### config.mk
export PLATFORM = sky130hd
export DESIGN_NAME = dpi_core
export DESIGN_NICKNAME = d
export VERILOG_FILES = /design/src/logic/dpi_pkg.sv /design/src/logic/dpi_core.sv
export SDC_FILE = /design/constraint.sdc
export NUM_CORES = 1
export LEC_CHECK = 0
export BUFFER_PORTS_ARGS = -buffer_cell sky130_fd_sc_hd__buf_2
export CAP_MARGIN = 20
export CORE_MARGIN = 2
export CORE_UTILIZATION = 35
export DETAILED_ROUTE_END_ITERATION = 10
export PLACE_DENSITY = 0.6
export SYNTH_ARGS = -nofsm -noshare
export SYNTH_HDL_FRONTEND = slang
export SYNTH_SLANG_ARGS = --single-unit
### constraint.sdc
create_clock -name clk_sys -period 1.7 [get_ports clk_sys]
set_input_delay 0.255 -clock clk_sys [delete_from_list [all_inputs] [get_ports clk_sys]]
set_output_delay 0.255 -clock clk_sys [all_outputs]
set_load 0.01 [all_outputs]
### src/logic/dpi_pkg.sv
// constants and types for the sdram pin interface model
package dpi_pkg;
  localparam int DPI_ROW_W = 18;
  localparam int DPI_BG_W = 2;
  localparam int DPI_BA_W = 2;
  localparam int DPI_CID_W = 3;
  localparam int DPI_DQ_W = 8;
  localparam int DPI_A10_POS = 10;
  localparam int DPI_A12_POS = 12;
  localparam int DPI_A14_POS = 14;
  localparam int DPI_A15_POS = 15;
  localparam int DPI_A16_POS = 16;
  localparam int DPI_BURST_FULL = 8;
  localparam int DPI_BURST_CHOP = 4;
  localparam int DPI_CRC_BEATS = 2;
  localparam logic [7:0] DPI_CRC_INIT = 8'hFF;
  // decoded command kinds, a subset of the standard command table
  typedef enum logic [2:0] {
    DPI_CMD_NOP = 3'b000,
    DPI_CMD_ACT = 3'b001,
    DPI_CMD_RD = 3'b010,
    DPI_CMD_WR = 3'b011,
    DPI_CMD_PRE = 3'b100,
    DPI_CMD_MRS = 3'b101,
    DPI_CMD_OTHER = 3'b110
  } dpi_cmd_t;
  typedef enum logic [1:0] {
    DPI_ST_IDLE = 2'b00,
    DPI_ST_WDATA = 2'b01,
    DPI_ST_RDATA = 2'b10,
    DPI_ST_CRC = 2'b11
  } dpi_state_t;
endpackage

### src/logic/dpi_core.sv
// command decode, data path and termination control of one sdram byte lane
// ----------------------------------------------------------------------------
// ----------------------------------------------------------------------------
`timescale 1ns/1ps
`default_nettype none
module dpi_core
  import dpi_pkg::*;
#(
  parameter int X16 = 0,                           // 1: x16 part
  parameter int X4 = 0                             // 1: x4 part, a17 valid
) (
  input wire logic clk_sys,                        // system clock
  input wire logic arst_n,                         // reset pin, active low
  input wire logic ck_t,                           // sdram clock true
  input wire logic ck_c,                           // sdram clock complement
  input wire logic cs_n,                           // chip select
  input wire logic act_n,                          // activate
  input wire logic [DPI_CID_W-1:0] cid,            // chip id, unused here
  input wire logic [DPI_BG_W-1:0] bg,              // bank group
  input wire logic [DPI_BA_W-1:0] ba,              // bank address
  input wire logic [DPI_ROW_W-1:0] addr,           // address, a16..a14 muxed
  input wire logic odt,                            // termination request
  input wire logic rtt_nom_en,                     // mr1 nominal termination on
  input wire logic tdqs_en,                        // mr1 a11
  input wire logic crc_en,                         // crc append enabled
  input wire logic dbi_en,                         // data bus inversion enabled
  input wire logic vref_mon,                       // mr4 a4 test mode
  input wire logic vref_lvl,                       // internal reference level
  input wire logic [DPI_DQ_W-1:0] dq_i,            // data pins in
  input wire logic dm_dbi_n_i,                     // mask/dbi pin in
  input wire logic [DPI_DQ_W-1:0] rd_data,         // core read data
  output logic [DPI_DQ_W-1:0] dq_o,                // data pins out
  output logic dq_oe,                              // data pins drive
  output logic dqs_t_o,                            // strobe true out
  output logic dqs_c_o,                            // strobe complement out
  output logic dqs_oe,                             // strobe drive
  output logic dm_dbi_n_o,                         // dbi pin out
  output logic dm_dbi_n_oe,                        // dbi pin drive
  output logic term_dq,                            // rtt on dq and strobes
  output logic term_dm,                            // rtt on mask lines
  output logic term_tdqs_c,                        // rtt on tdqs_c
  output logic [2:0] cmd,                          // decoded command
  output logic [DPI_BG_W-1:0] cmd_bg,              // latched bank group
  output logic [DPI_BA_W-1:0] cmd_ba,              // latched bank
  output logic [DPI_ROW_W-1:0] cmd_addr,           // row, column or opcode
  output logic cmd_vld,                            // one pulse per command arriving in DPI_ST_IDLE
  output logic auto_pre,                           // auto-precharge requested
  output logic pre_all,                            // precharge all banks
  output logic chop,                               // burst chopped
  output logic [DPI_DQ_W-1:0] wr_data,             // accepted write byte
  output logic wr_vld,                             // write byte pulse
  output logic [7:0] crc_out                       // crc of last burst
);
  // --------------------------------------------------------------------------
  // input synchronisers
  // --------------------------------------------------------------------------
  localparam int SW = 2 + 1 + 1 + DPI_BG_W + DPI_BA_W + DPI_ROW_W + 1 + DPI_DQ_W + 1;
  logic [SW-1:0] sync1, sync2;
  logic ck_d;
  always_ff @(posedge clk_sys or negedge arst_n) begin
    if (!arst_n) begin
      sync1 <= '0;
      sync2 <= '0;
      ck_d <= 1'b0;
    end else begin
      sync1 <= {ck_t, ck_c, cs_n, act_n, bg, ba, addr, odt, dq_i, dm_dbi_n_i};
      sync2 <= sync1;
      ck_d <= sync2[SW-1];
    end
  end
  wire logic s_ckt = sync2[SW-1];
  wire logic s_ckc = sync2[SW-2];
  wire logic s_cs_n = sync2[SW-3];
  wire logic s_act_n = sync2[SW-4];
  wire logic [DPI_BG_W-1:0] s_bg = sync2[SW-5 -: DPI_BG_W];
  wire logic [DPI_BA_W-1:0] s_ba = sync2[SW-5-DPI_BG_W -: DPI_BA_W];
  wire logic [DPI_ROW_W-1:0] s_addr = sync2[SW-5-DPI_BG_W-DPI_BA_W -: DPI_ROW_W];
  wire logic s_odt = sync2[DPI_DQ_W+1];
  wire logic [DPI_DQ_W-1:0] s_dq = sync2[DPI_DQ_W:1];
  wire logic s_dm = sync2[0];
  // true rises while complement is low: the crossing
  wire logic ck_edge = s_ckt & ~ck_d & ~s_ckc;
  wire logic ck_fall = ~s_ckt & ck_d;

  // --------------------------------------------------------------------------
  // command decode
  // --------------------------------------------------------------------------
  function automatic dpi_cmd_t decode(input logic c, input logic a, input logic r,
                                      input logic k, input logic w);
    dpi_cmd_t v;
    v = DPI_CMD_NOP;
    if (c) v = DPI_CMD_NOP;
    else if (!a) v = DPI_CMD_ACT;
    else begin
      case ({r, k, w})
        3'b101: v = DPI_CMD_RD;
        3'b100: v = DPI_CMD_WR;
        3'b010: v = DPI_CMD_PRE;
        3'b000: v = DPI_CMD_MRS;
        3'b111: v = DPI_CMD_NOP;
        default: v = DPI_CMD_OTHER;
      endcase
    end
    return v;
  endfunction

  dpi_state_t state, next_state;
  logic [3:0] beat, next_beat;
  logic [3:0] blen, next_blen;
  logic [2:0] next_cmd;
  logic [DPI_BG_W-1:0] next_cmd_bg;
  logic [DPI_BA_W-1:0] next_cmd_ba;
  logic [DPI_ROW_W-1:0] next_cmd_addr;
  logic next_cmd_vld, next_auto_pre, next_pre_all, next_chop;
  logic [DPI_DQ_W-1:0] next_wr_data, next_dq_o;
  logic next_wr_vld, next_dq_oe, next_dqs_t, next_dqs_oe, next_dbi_o;
  logic [7:0] crc, next_crc, next_crc_out;
  dpi_cmd_t dc;
  logic [DPI_DQ_W-1:0] wbyte, rbyte;
  logic rinv;

  always_comb begin
    dc = decode(s_cs_n, s_act_n, s_addr[DPI_A16_POS], s_addr[DPI_A15_POS],
                s_addr[DPI_A14_POS]);
    next_state = state;
    next_beat = beat;
    next_blen = blen;
    next_cmd = cmd;
    next_cmd_bg = cmd_bg;
    next_cmd_ba = cmd_ba;
    next_cmd_addr = cmd_addr;
    next_cmd_vld = 1'b0;
    next_auto_pre = auto_pre;
    next_pre_all = pre_all;
    next_chop = chop;
    next_wr_data = wr_data;
    next_wr_vld = 1'b0;
    next_dq_o = dq_o;
    next_dq_oe = dq_oe;
    next_dqs_t = dqs_t_o;
    next_dqs_oe = dqs_oe;
    next_dbi_o = dm_dbi_n_o;
    next_crc = crc;
    next_crc_out = crc_out;
    // dbi and mask share one pin; dbi wins when enabled
    wbyte = (dbi_en && !s_dm) ? ~s_dq : s_dq;
    rinv = dbi_en && ($countones(rd_data) > DPI_DQ_W / 2);
    rbyte = rinv ? ~rd_data : rd_data;
    if (ck_edge) begin
      case (state)
        DPI_ST_IDLE: begin
          if (dc != DPI_CMD_NOP) begin
            next_cmd = dc;
            next_cmd_vld = 1'b1;
            next_cmd_bg = (X16 != 0) ? {1'b0, s_bg[0]} : s_bg;
            next_cmd_ba = s_ba;
            next_cmd_addr = s_addr;
            if (X4 == 0) next_cmd_addr[DPI_ROW_W-1] = 1'b0;
            if (dc != DPI_CMD_ACT) begin
              next_cmd_addr[DPI_A16_POS] = 1'b0;
              next_cmd_addr[DPI_A15_POS] = 1'b0;
              next_cmd_addr[DPI_A14_POS] = 1'b0;
            end
            next_pre_all = (dc == DPI_CMD_PRE) && s_addr[DPI_A10_POS];
            next_auto_pre = (dc == DPI_CMD_RD || dc == DPI_CMD_WR) &&
                            s_addr[DPI_A10_POS];
            next_chop = (dc == DPI_CMD_RD || dc == DPI_CMD_WR) &&
                        !s_addr[DPI_A12_POS];
            next_blen = s_addr[DPI_A12_POS] ? 4'(DPI_BURST_FULL) : 4'(DPI_BURST_CHOP);
            next_beat = 4'h0;
            next_crc = DPI_CRC_INIT;
            if (dc == DPI_CMD_WR) next_state = DPI_ST_WDATA;
            if (dc == DPI_CMD_RD) begin
              next_state = DPI_ST_RDATA;
              next_dq_oe = 1'b1;
              next_dqs_oe = 1'b1;
            end
          end
        end
        DPI_ST_WDATA: begin
          // mask only when dbi is off: the pin carries one function
          if (dbi_en || s_dm) begin
            next_wr_data = wbyte;
            next_wr_vld = 1'b1;
          end
          next_crc = crc ^ wbyte;
          next_beat = beat + 4'h1;
          if (beat + 4'h1 == blen) begin
            next_beat = 4'h0;
            next_crc_out = crc ^ wbyte;
            next_state = crc_en ? DPI_ST_CRC : DPI_ST_IDLE;
          end
        end
        DPI_ST_RDATA: begin
          next_dq_o = rbyte;
          next_dbi_o = ~rinv;
          next_dqs_t = 1'b1;
          next_crc = crc ^ rbyte;
          next_beat = beat + 4'h1;
          if (beat + 4'h1 == blen) begin
            next_beat = 4'h0;
            next_crc_out = crc ^ rbyte;
            next_state = crc_en ? DPI_ST_CRC : DPI_ST_IDLE;
          end
        end
        DPI_ST_CRC: begin
          // simple xor code stands in for the burst crc
          if (dq_oe) next_dq_o = (beat == 4'h0) ? crc_out : ~crc_out;
          next_dqs_t = dqs_oe;
          next_beat = beat + 4'h1;
          if (beat + 4'h1 == 4'(DPI_CRC_BEATS)) next_state = DPI_ST_IDLE;
        end
        default: next_state = DPI_ST_IDLE;
      endcase
    end else if (ck_fall && state != DPI_ST_IDLE) begin
      next_dqs_t = 1'b0;
    end else if (ck_fall && dqs_oe) begin
      // release only after the last beat had its full high phase
      next_dqs_t = 1'b0;
      next_dq_oe = 1'b0;
      next_dqs_oe = 1'b0;
    end
    // reference level shown on dq0 while the test mode is set
    if (vref_mon) begin
      next_dq_o[0] = vref_lvl;
      next_dq_oe = 1'b1;
    end else if (state == DPI_ST_IDLE && !ck_edge && !dqs_oe) begin
      next_dq_oe = 1'b0;
    end
  end

  // --------------------------------------------------------------------------
  // termination
  // --------------------------------------------------------------------------
  logic next_term;
  always_comb begin
    next_term = s_odt && rtt_nom_en && !dq_oe;
  end

  always_ff @(posedge clk_sys or negedge arst_n) begin
    if (!arst_n) begin
      state <= DPI_ST_IDLE;
      beat <= 4'h0;
      blen <= 4'h0;
      cmd <= DPI_CMD_NOP;
      cmd_bg <= '0;
      cmd_ba <= '0;
      cmd_addr <= '0;
      cmd_vld <= 1'b0;
      auto_pre <= 1'b0;
      pre_all <= 1'b0;
      chop <= 1'b0;
      wr_data <= '0;
      wr_vld <= 1'b0;
      dq_o <= '0;
      dq_oe <= 1'b0;
      dqs_t_o <= 1'b0;
      dqs_c_o <= 1'b1;
      dqs_oe <= 1'b0;
      dm_dbi_n_o <= 1'b1;
      dm_dbi_n_oe <= 1'b0;
      crc <= DPI_CRC_INIT;
      crc_out <= 8'h00;
      term_dq <= 1'b0;
      term_dm <= 1'b0;
      term_tdqs_c <= 1'b0;
    end else begin
      state <= next_state;
      beat <= next_beat;
      blen <= next_blen;
      cmd <= next_cmd;
      cmd_bg <= next_cmd_bg;
      cmd_ba <= next_cmd_ba;
      cmd_addr <= next_cmd_addr;
      cmd_vld <= next_cmd_vld;
      auto_pre <= next_auto_pre;
      pre_all <= next_pre_all;
      chop <= next_chop;
      wr_data <= next_wr_data;
      wr_vld <= next_wr_vld;
      dq_o <= next_dq_o;
      dq_oe <= next_dq_oe;
      dqs_t_o <= next_dqs_t;
      dqs_c_o <= ~next_dqs_t;
      dqs_oe <= next_dqs_oe;
      dm_dbi_n_o <= next_dbi_o;
      dm_dbi_n_oe <= next_dqs_oe && dbi_en;
      crc <= next_crc;
      crc_out <= next_crc_out;
      term_dq <= next_term;
      term_dm <= next_term;
      term_tdqs_c <= next_term && tdqs_en && (X16 == 0);
    end
  end
  // chip id carries no function on this module
  wire logic unused_cid = ^cid;
endmodule // dpi_core
`default_nettype wire

After elaboration in Yosys (flattened, before gate mapping). Index checks and enable logic that the tools add are counted.

Add/sub/neg operators: 8. Order comparisons: 1. Eq/ne operators: 25. Multiplexer cells: 51. Bitwise operators: 13. Reduce and logical (&&, ||, !) cells: 42.

Operator list (count): $mux 8 (7); $pmux 8 s2 (2); $mux 1 (25); $not 8->8 (3); $pmux 8 s3 (1); $xor 8x8->8 (2); $pmux 3 s5 (1); $reduce_and 3->1 (5); $logic_and 1x1->1 (13); $eq 3x3->1 const B (4); $mux 2 (6); $mux 4 (3); $ne 4x2->1 const B (3); $pmux 4 s3 (1); $ne 2x2->1 const B (5); $reduce_and 5->1 (2); $eq 3x2->1 const B (3); $mux 3 (3); $reduce_bool 3->1 (3); $add 1x1->2 (4); $reduce_bool 2->1 (4); $add 2x2->3 (2); $ne 3x3->1 const B (2); $pmux 2 s3 (1); other kinds (22) (35).

Bits in registers: 152. Input port bits: 55. Output and inout port bits: 63.

Depth between registers and ports, before layout.
Depth after elaboration: 11. Gate-level depth with buffers: 13.

Worst setup path after synthesis. Ideal clock, no wire load.

Kind: input -> register. Start: input port rd_data[0]. End: register crc_out[5]. Setup time: 127 ps. Arrival time: 3599 ps. Data required time: 1573 ps. Slack: -2026 ps. Stages on the path: 13. Path buffers: 1. Path through: inv_1 > fa_1 > fa_1 > fa_1 > inv_1 > ha_1 > fa_1 > o21ai_0 > o22ai_2 > buf_4 > xnor2_1 > mux2i_1 > nand3_1.

Cells in the longest elaborated chain, start to end: 9.

RTL lines: from (decl) (line dpi_core.sv:31) `input wire logic [DPI_DQ_W-1:0] rd_data,`; $add 1x1->2 (implied by the code) (line dpi_core.sv:147) `rinv = dbi_en && ($countones(rd_data) > DPI_DQ_W / 2);`; $add 2x2->3 (implied by the code) (line dpi_core.sv:147); $add 3x3->4 (implied by the code) (line dpi_core.sv:147); $gt 4x3->1 (line dpi_core.sv:147); $logic_and 1x1->1 (line dpi_core.sv:147); $mux 8 (line dpi_core.sv:148) `rbyte = rinv ? ~rd_data : rd_data;`; $xor 8x8->8 (line dpi_core.sv:202) `next_crc_out = crc ^ rbyte;`; $mux 8 (line dpi_core.sv:200) `if (beat + 4'h1 == blen) begin`; $pmux 8 s2 (line dpi_core.sv:150) `case (state)`; to (signal assigned) (line dpi_core.sv:289) `crc_out <= next_crc_out;`; to (decl) (line dpi_core.sv:52) `output logic [7:0] crc_out`.

Every way passes these cells. The select of a mux whose other input is x is not followed. A chain may end at the register's enable or synchronous reset.

Worst setup path after layout.
Start: input port rd_data[1]. End: register crc_out[1].

Cells in the longest elaborated chain, start to end: 9.

RTL lines (line): $add 1x1->2 (implied by the code) (dpi_core.sv:147); $add 2x2->3 (implied by the code) (dpi_core.sv:147); $add 3x3->4 (implied by the code) (dpi_core.sv:147); $gt 4x3->1 (dpi_core.sv:147); $logic_and 1x1->1 (dpi_core.sv:147); $mux 8 (*) (dpi_core.sv:148); $xor 8x8->8 (*) (dpi_core.sv:202); $mux 8 (*) (dpi_core.sv:200); $pmux 8 s2 (*) (dpi_core.sv:150).

Mark *: on every way between the ends. The rest lies on a longest branch, timed or not. The select of a mux whose other input is x is not followed.

==> impl_results.md <==
- Outcome: finished, violations left
- Failing checks: setup timing
- Rel. slew slack: 50.0%
- Register Area: 3690 sq um
- Post-layout min period: 3.29 ns
- Worst Skew: 0.0190 ns
- Via/cell ratio: 5.02
- First-pass GRT wire length: 28,300 um
- Non-filler instance count after layout: 1,111
- Avg Inst Size Synth: 10.6 sq um
- Clk slew on worst S/H paths: 0.07 ns
- Cell area after synthesis: 6510 sq um
- Die width: 140 um
- Area of the die: 19,700 sq um
- Wire per inst: 16.5 um
- Placed instance area: 8140 sq um
- Max-cap violations: 0
- Final Slew Violations: 0
- Synth Warn #: 0
- Top cells by area, synth: dfrtp_1 53%, nand2_1 5.4%, dfstp_2 4.0%
- CTS H-Tree Depth: 4
- CP Capture Type: register
- Crit-path max FO: 4
- Ant diodes: 0
- Final Hold Viols: 0
- RSZ-0062 raised after global routing: yes
- Setup ws final: -1.59 ns
- Layout cells sized above 1: 46.8%
- Asr flop ratio synth: 100%
- Largest net degree at the start of global routing: 53
- Placed cell count: 1,022
- Worst slew pin tran: 0.748 ns
- Total gr overflow: 0
- Startpoint Class: input pin
- Kind of critical path: input pin to register
- CTS tree: built
- TritonRoute pass-1 iters: 5
- Starting Density: 36.0%
- Area leader, netlist: dfrtp_1
- #FFs+latches synth: 147
- Most frequent cells in the layout: 134 x dfrtp_1, 109 x buf_2, 99 x buf_4, 45 x nand2_1, 36 x dlygate4sd3_1
- Min-Delay Path Class: input pin to register
- Total wire length: 18,300 um
- PortBufs: 112
- Most common cell after layout, fill and taps aside: dfrtp_1
- Ys flop type: dfrtp_1
- Clock Tree Buf Depth: 2
- TritonCTS buffer count: 17
- Hold_ws: 0.0375 ns
- Leakage: 4.57 nW
- Clock latency on the worst-skew pair: 0.43 ns
- Total negative slack: -40.74 ns
- Layout fillers: 1,483
- Num rows: 49
- Fin area: 10,200 sq um
- Post-synthesis sequential area ratio: 56.7%
- Number of global-route vias before repair: 5,454
- Period utilization: 193%
- CTS root buffer: clkbuf_16
- Post-DP HPWL: 12,300 um
- # setup viols final: 56
- Synth cell types: 64
- Ports: 118
- Power Density: 1430 nW/um^2
- All-Layer GR Usage: 18.3%
- Initial DRC count: 289
- Synth Net Count: 684
- Fmax: 304 MHz
- Die H: 140 um
- Final #Nets: 939
- # DRC: 0
- P&R area growth vs syn: 56.2%
- Area occupied by multi-input gates: 3300 sq um
- Vias: 5,578
- Core Region: 18,100 sq um
- Dpl ws: -2.24 ns
- Post-synth EDFFs: 0
- Peak supply drop: 0.803 mV
- Post-Synthesis Cells: 614
- Initial antenna violation count: 0
- Routability Congestion: 0.906
- Num Clock Sinks: 147
- Req. time, crit path: 1.99 ns
- Share of the synthesized area in the top cell type: 52.6%
- Crit path DAT: 3.57 ns
- Detail Route Antenna Nets: 0
==> synthesized netlist by cell type, types with 8 or more instances <==
| cell | count |
|---|---|
| nand3_1 | 11 |
| a21oi_1 | 32 |
| nor3_1 | 27 |
| nand2_1 | 94 |
| o21ai_0 | 27 |
| mux2i_1 | 14 |
| dfrtp_1 | 137 |
| clkbuf_1 | 23 |
| inv_1 | 33 |
| o41ai_1 | 9 |
| dfstp_2 | 10 |
| ha_1 | 11 |
| a31oi_1 | 8 |
| nor2_1 | 30 |
| xnor2_1 | 28 |
==> registers in the layout (all words and copies together) (netlist names), 2 cells and up <==
| name | flops |
|---|---|
| crc | 8 |
| cmd_ba | 2 |
| wr_data | 8 |
| beat | 4 |
| state | 2 |
| cmd_addr | 17 |
| cmd | 3 |
| dq_o | 8 |
| cmd_bg | 2 |
| sync1 | 35 |
| sync2 | 35 |
| crc_out | 8 |
==> worst paths after layout <==
kind | startpoint | end | slack (ns) | cells after the start
min in group asynchronous | arst_n | term_tdqs_c | 0.34 | 2
max | rd_data[1] | crc_out[1] | -1.59 | 15
max reg2reg | state[0] | crc_out[3] | -0.70 | 6
min | tdqs_en | term_tdqs_c | 0.04 | 2
min reg2reg | sync1[22] | sync2[22] | 0.35 | 0
max in group asynchronous | arst_n | sync2[34] | 0.70 | 3
==> per-stage QoR <==
step	util, %	power [mW]
6_report	56.3	14.5
3_3_place_gp	45.0	9.37
5_1_grt	56.3	15.4
3_5_place_dp	45.0	9.50
2_1_floorplan	-	7.36
4_1_cts	53.7	14.0
==> where the power goes <==
group / leakage [nW] / switching, mW / internal (mW)
clock: 0.302 / 1.78 / 2.04
combinational: 2.55 / 3.05 / 2.87
sequential: 1.72 / 0.565 / 4.24
total: 4.57 / 5.40 / 9.14
==> final cells by class <==
| type | instances | area share, % |
|---|---|---|
| Sequential cell | 147 | 36.3 |
| Clock buffer | 18 | 4.31 |
| Multi-Input combinational cell | 395 | 32.4 |
| Timing Repair Buffer | 275 | 20.7 |
| Inverter | 33 | 1.55 |
| Tap cell | 229 | 2.82 |
| Clock inverter | 14 | 1.84 |
==> layer usage <==
layer  global-route usage [%]  vias up  routed length [um]
li1                         -     2650                   -
met5                        0        -                   0
met3                     4.48       19                 988
met2                     30.2      177                8920
met1                     24.4     2732                8230
met4                     4.94        0                 198
==> worst max-delay path, stage by stage <==
cell	delay, ns
buf_8	0.08
inv_4	0.03
fa_1	0.55
fa_1	0.43
fa_1	0.51
inv_2	0.05
ha_4	0.16
fa_2	0.38
xnor2_4	0.29
o22ai_4	0.13
buf_6	0.16
buf_6	0.13
xnor2_4	0.14
mux2i_1	0.20
nand3_1	0.08
==> what timing repair did <==
action,CTS,global route
cloned,4,2
setup endpoints to repair,57,68
gates resized for setup,89,107
setup buffers,12,8
hold buffers,36,0
pin swaps,42,69
hold endpoints to repair,81,0
==> kinds of logic after synthesis <==
family	after synthesis	share of synthesized area, %
simple gates	201	14.6
flops	147	56.7
compound gates	129	13.7
buf+inv	73	4.88
xor+xnor	32	4.30
mux	16	2.50
fa+ha+maj	15	3.34
other cells	1	0.0576
Note: power is estimated with default switching activity, not from simulation.
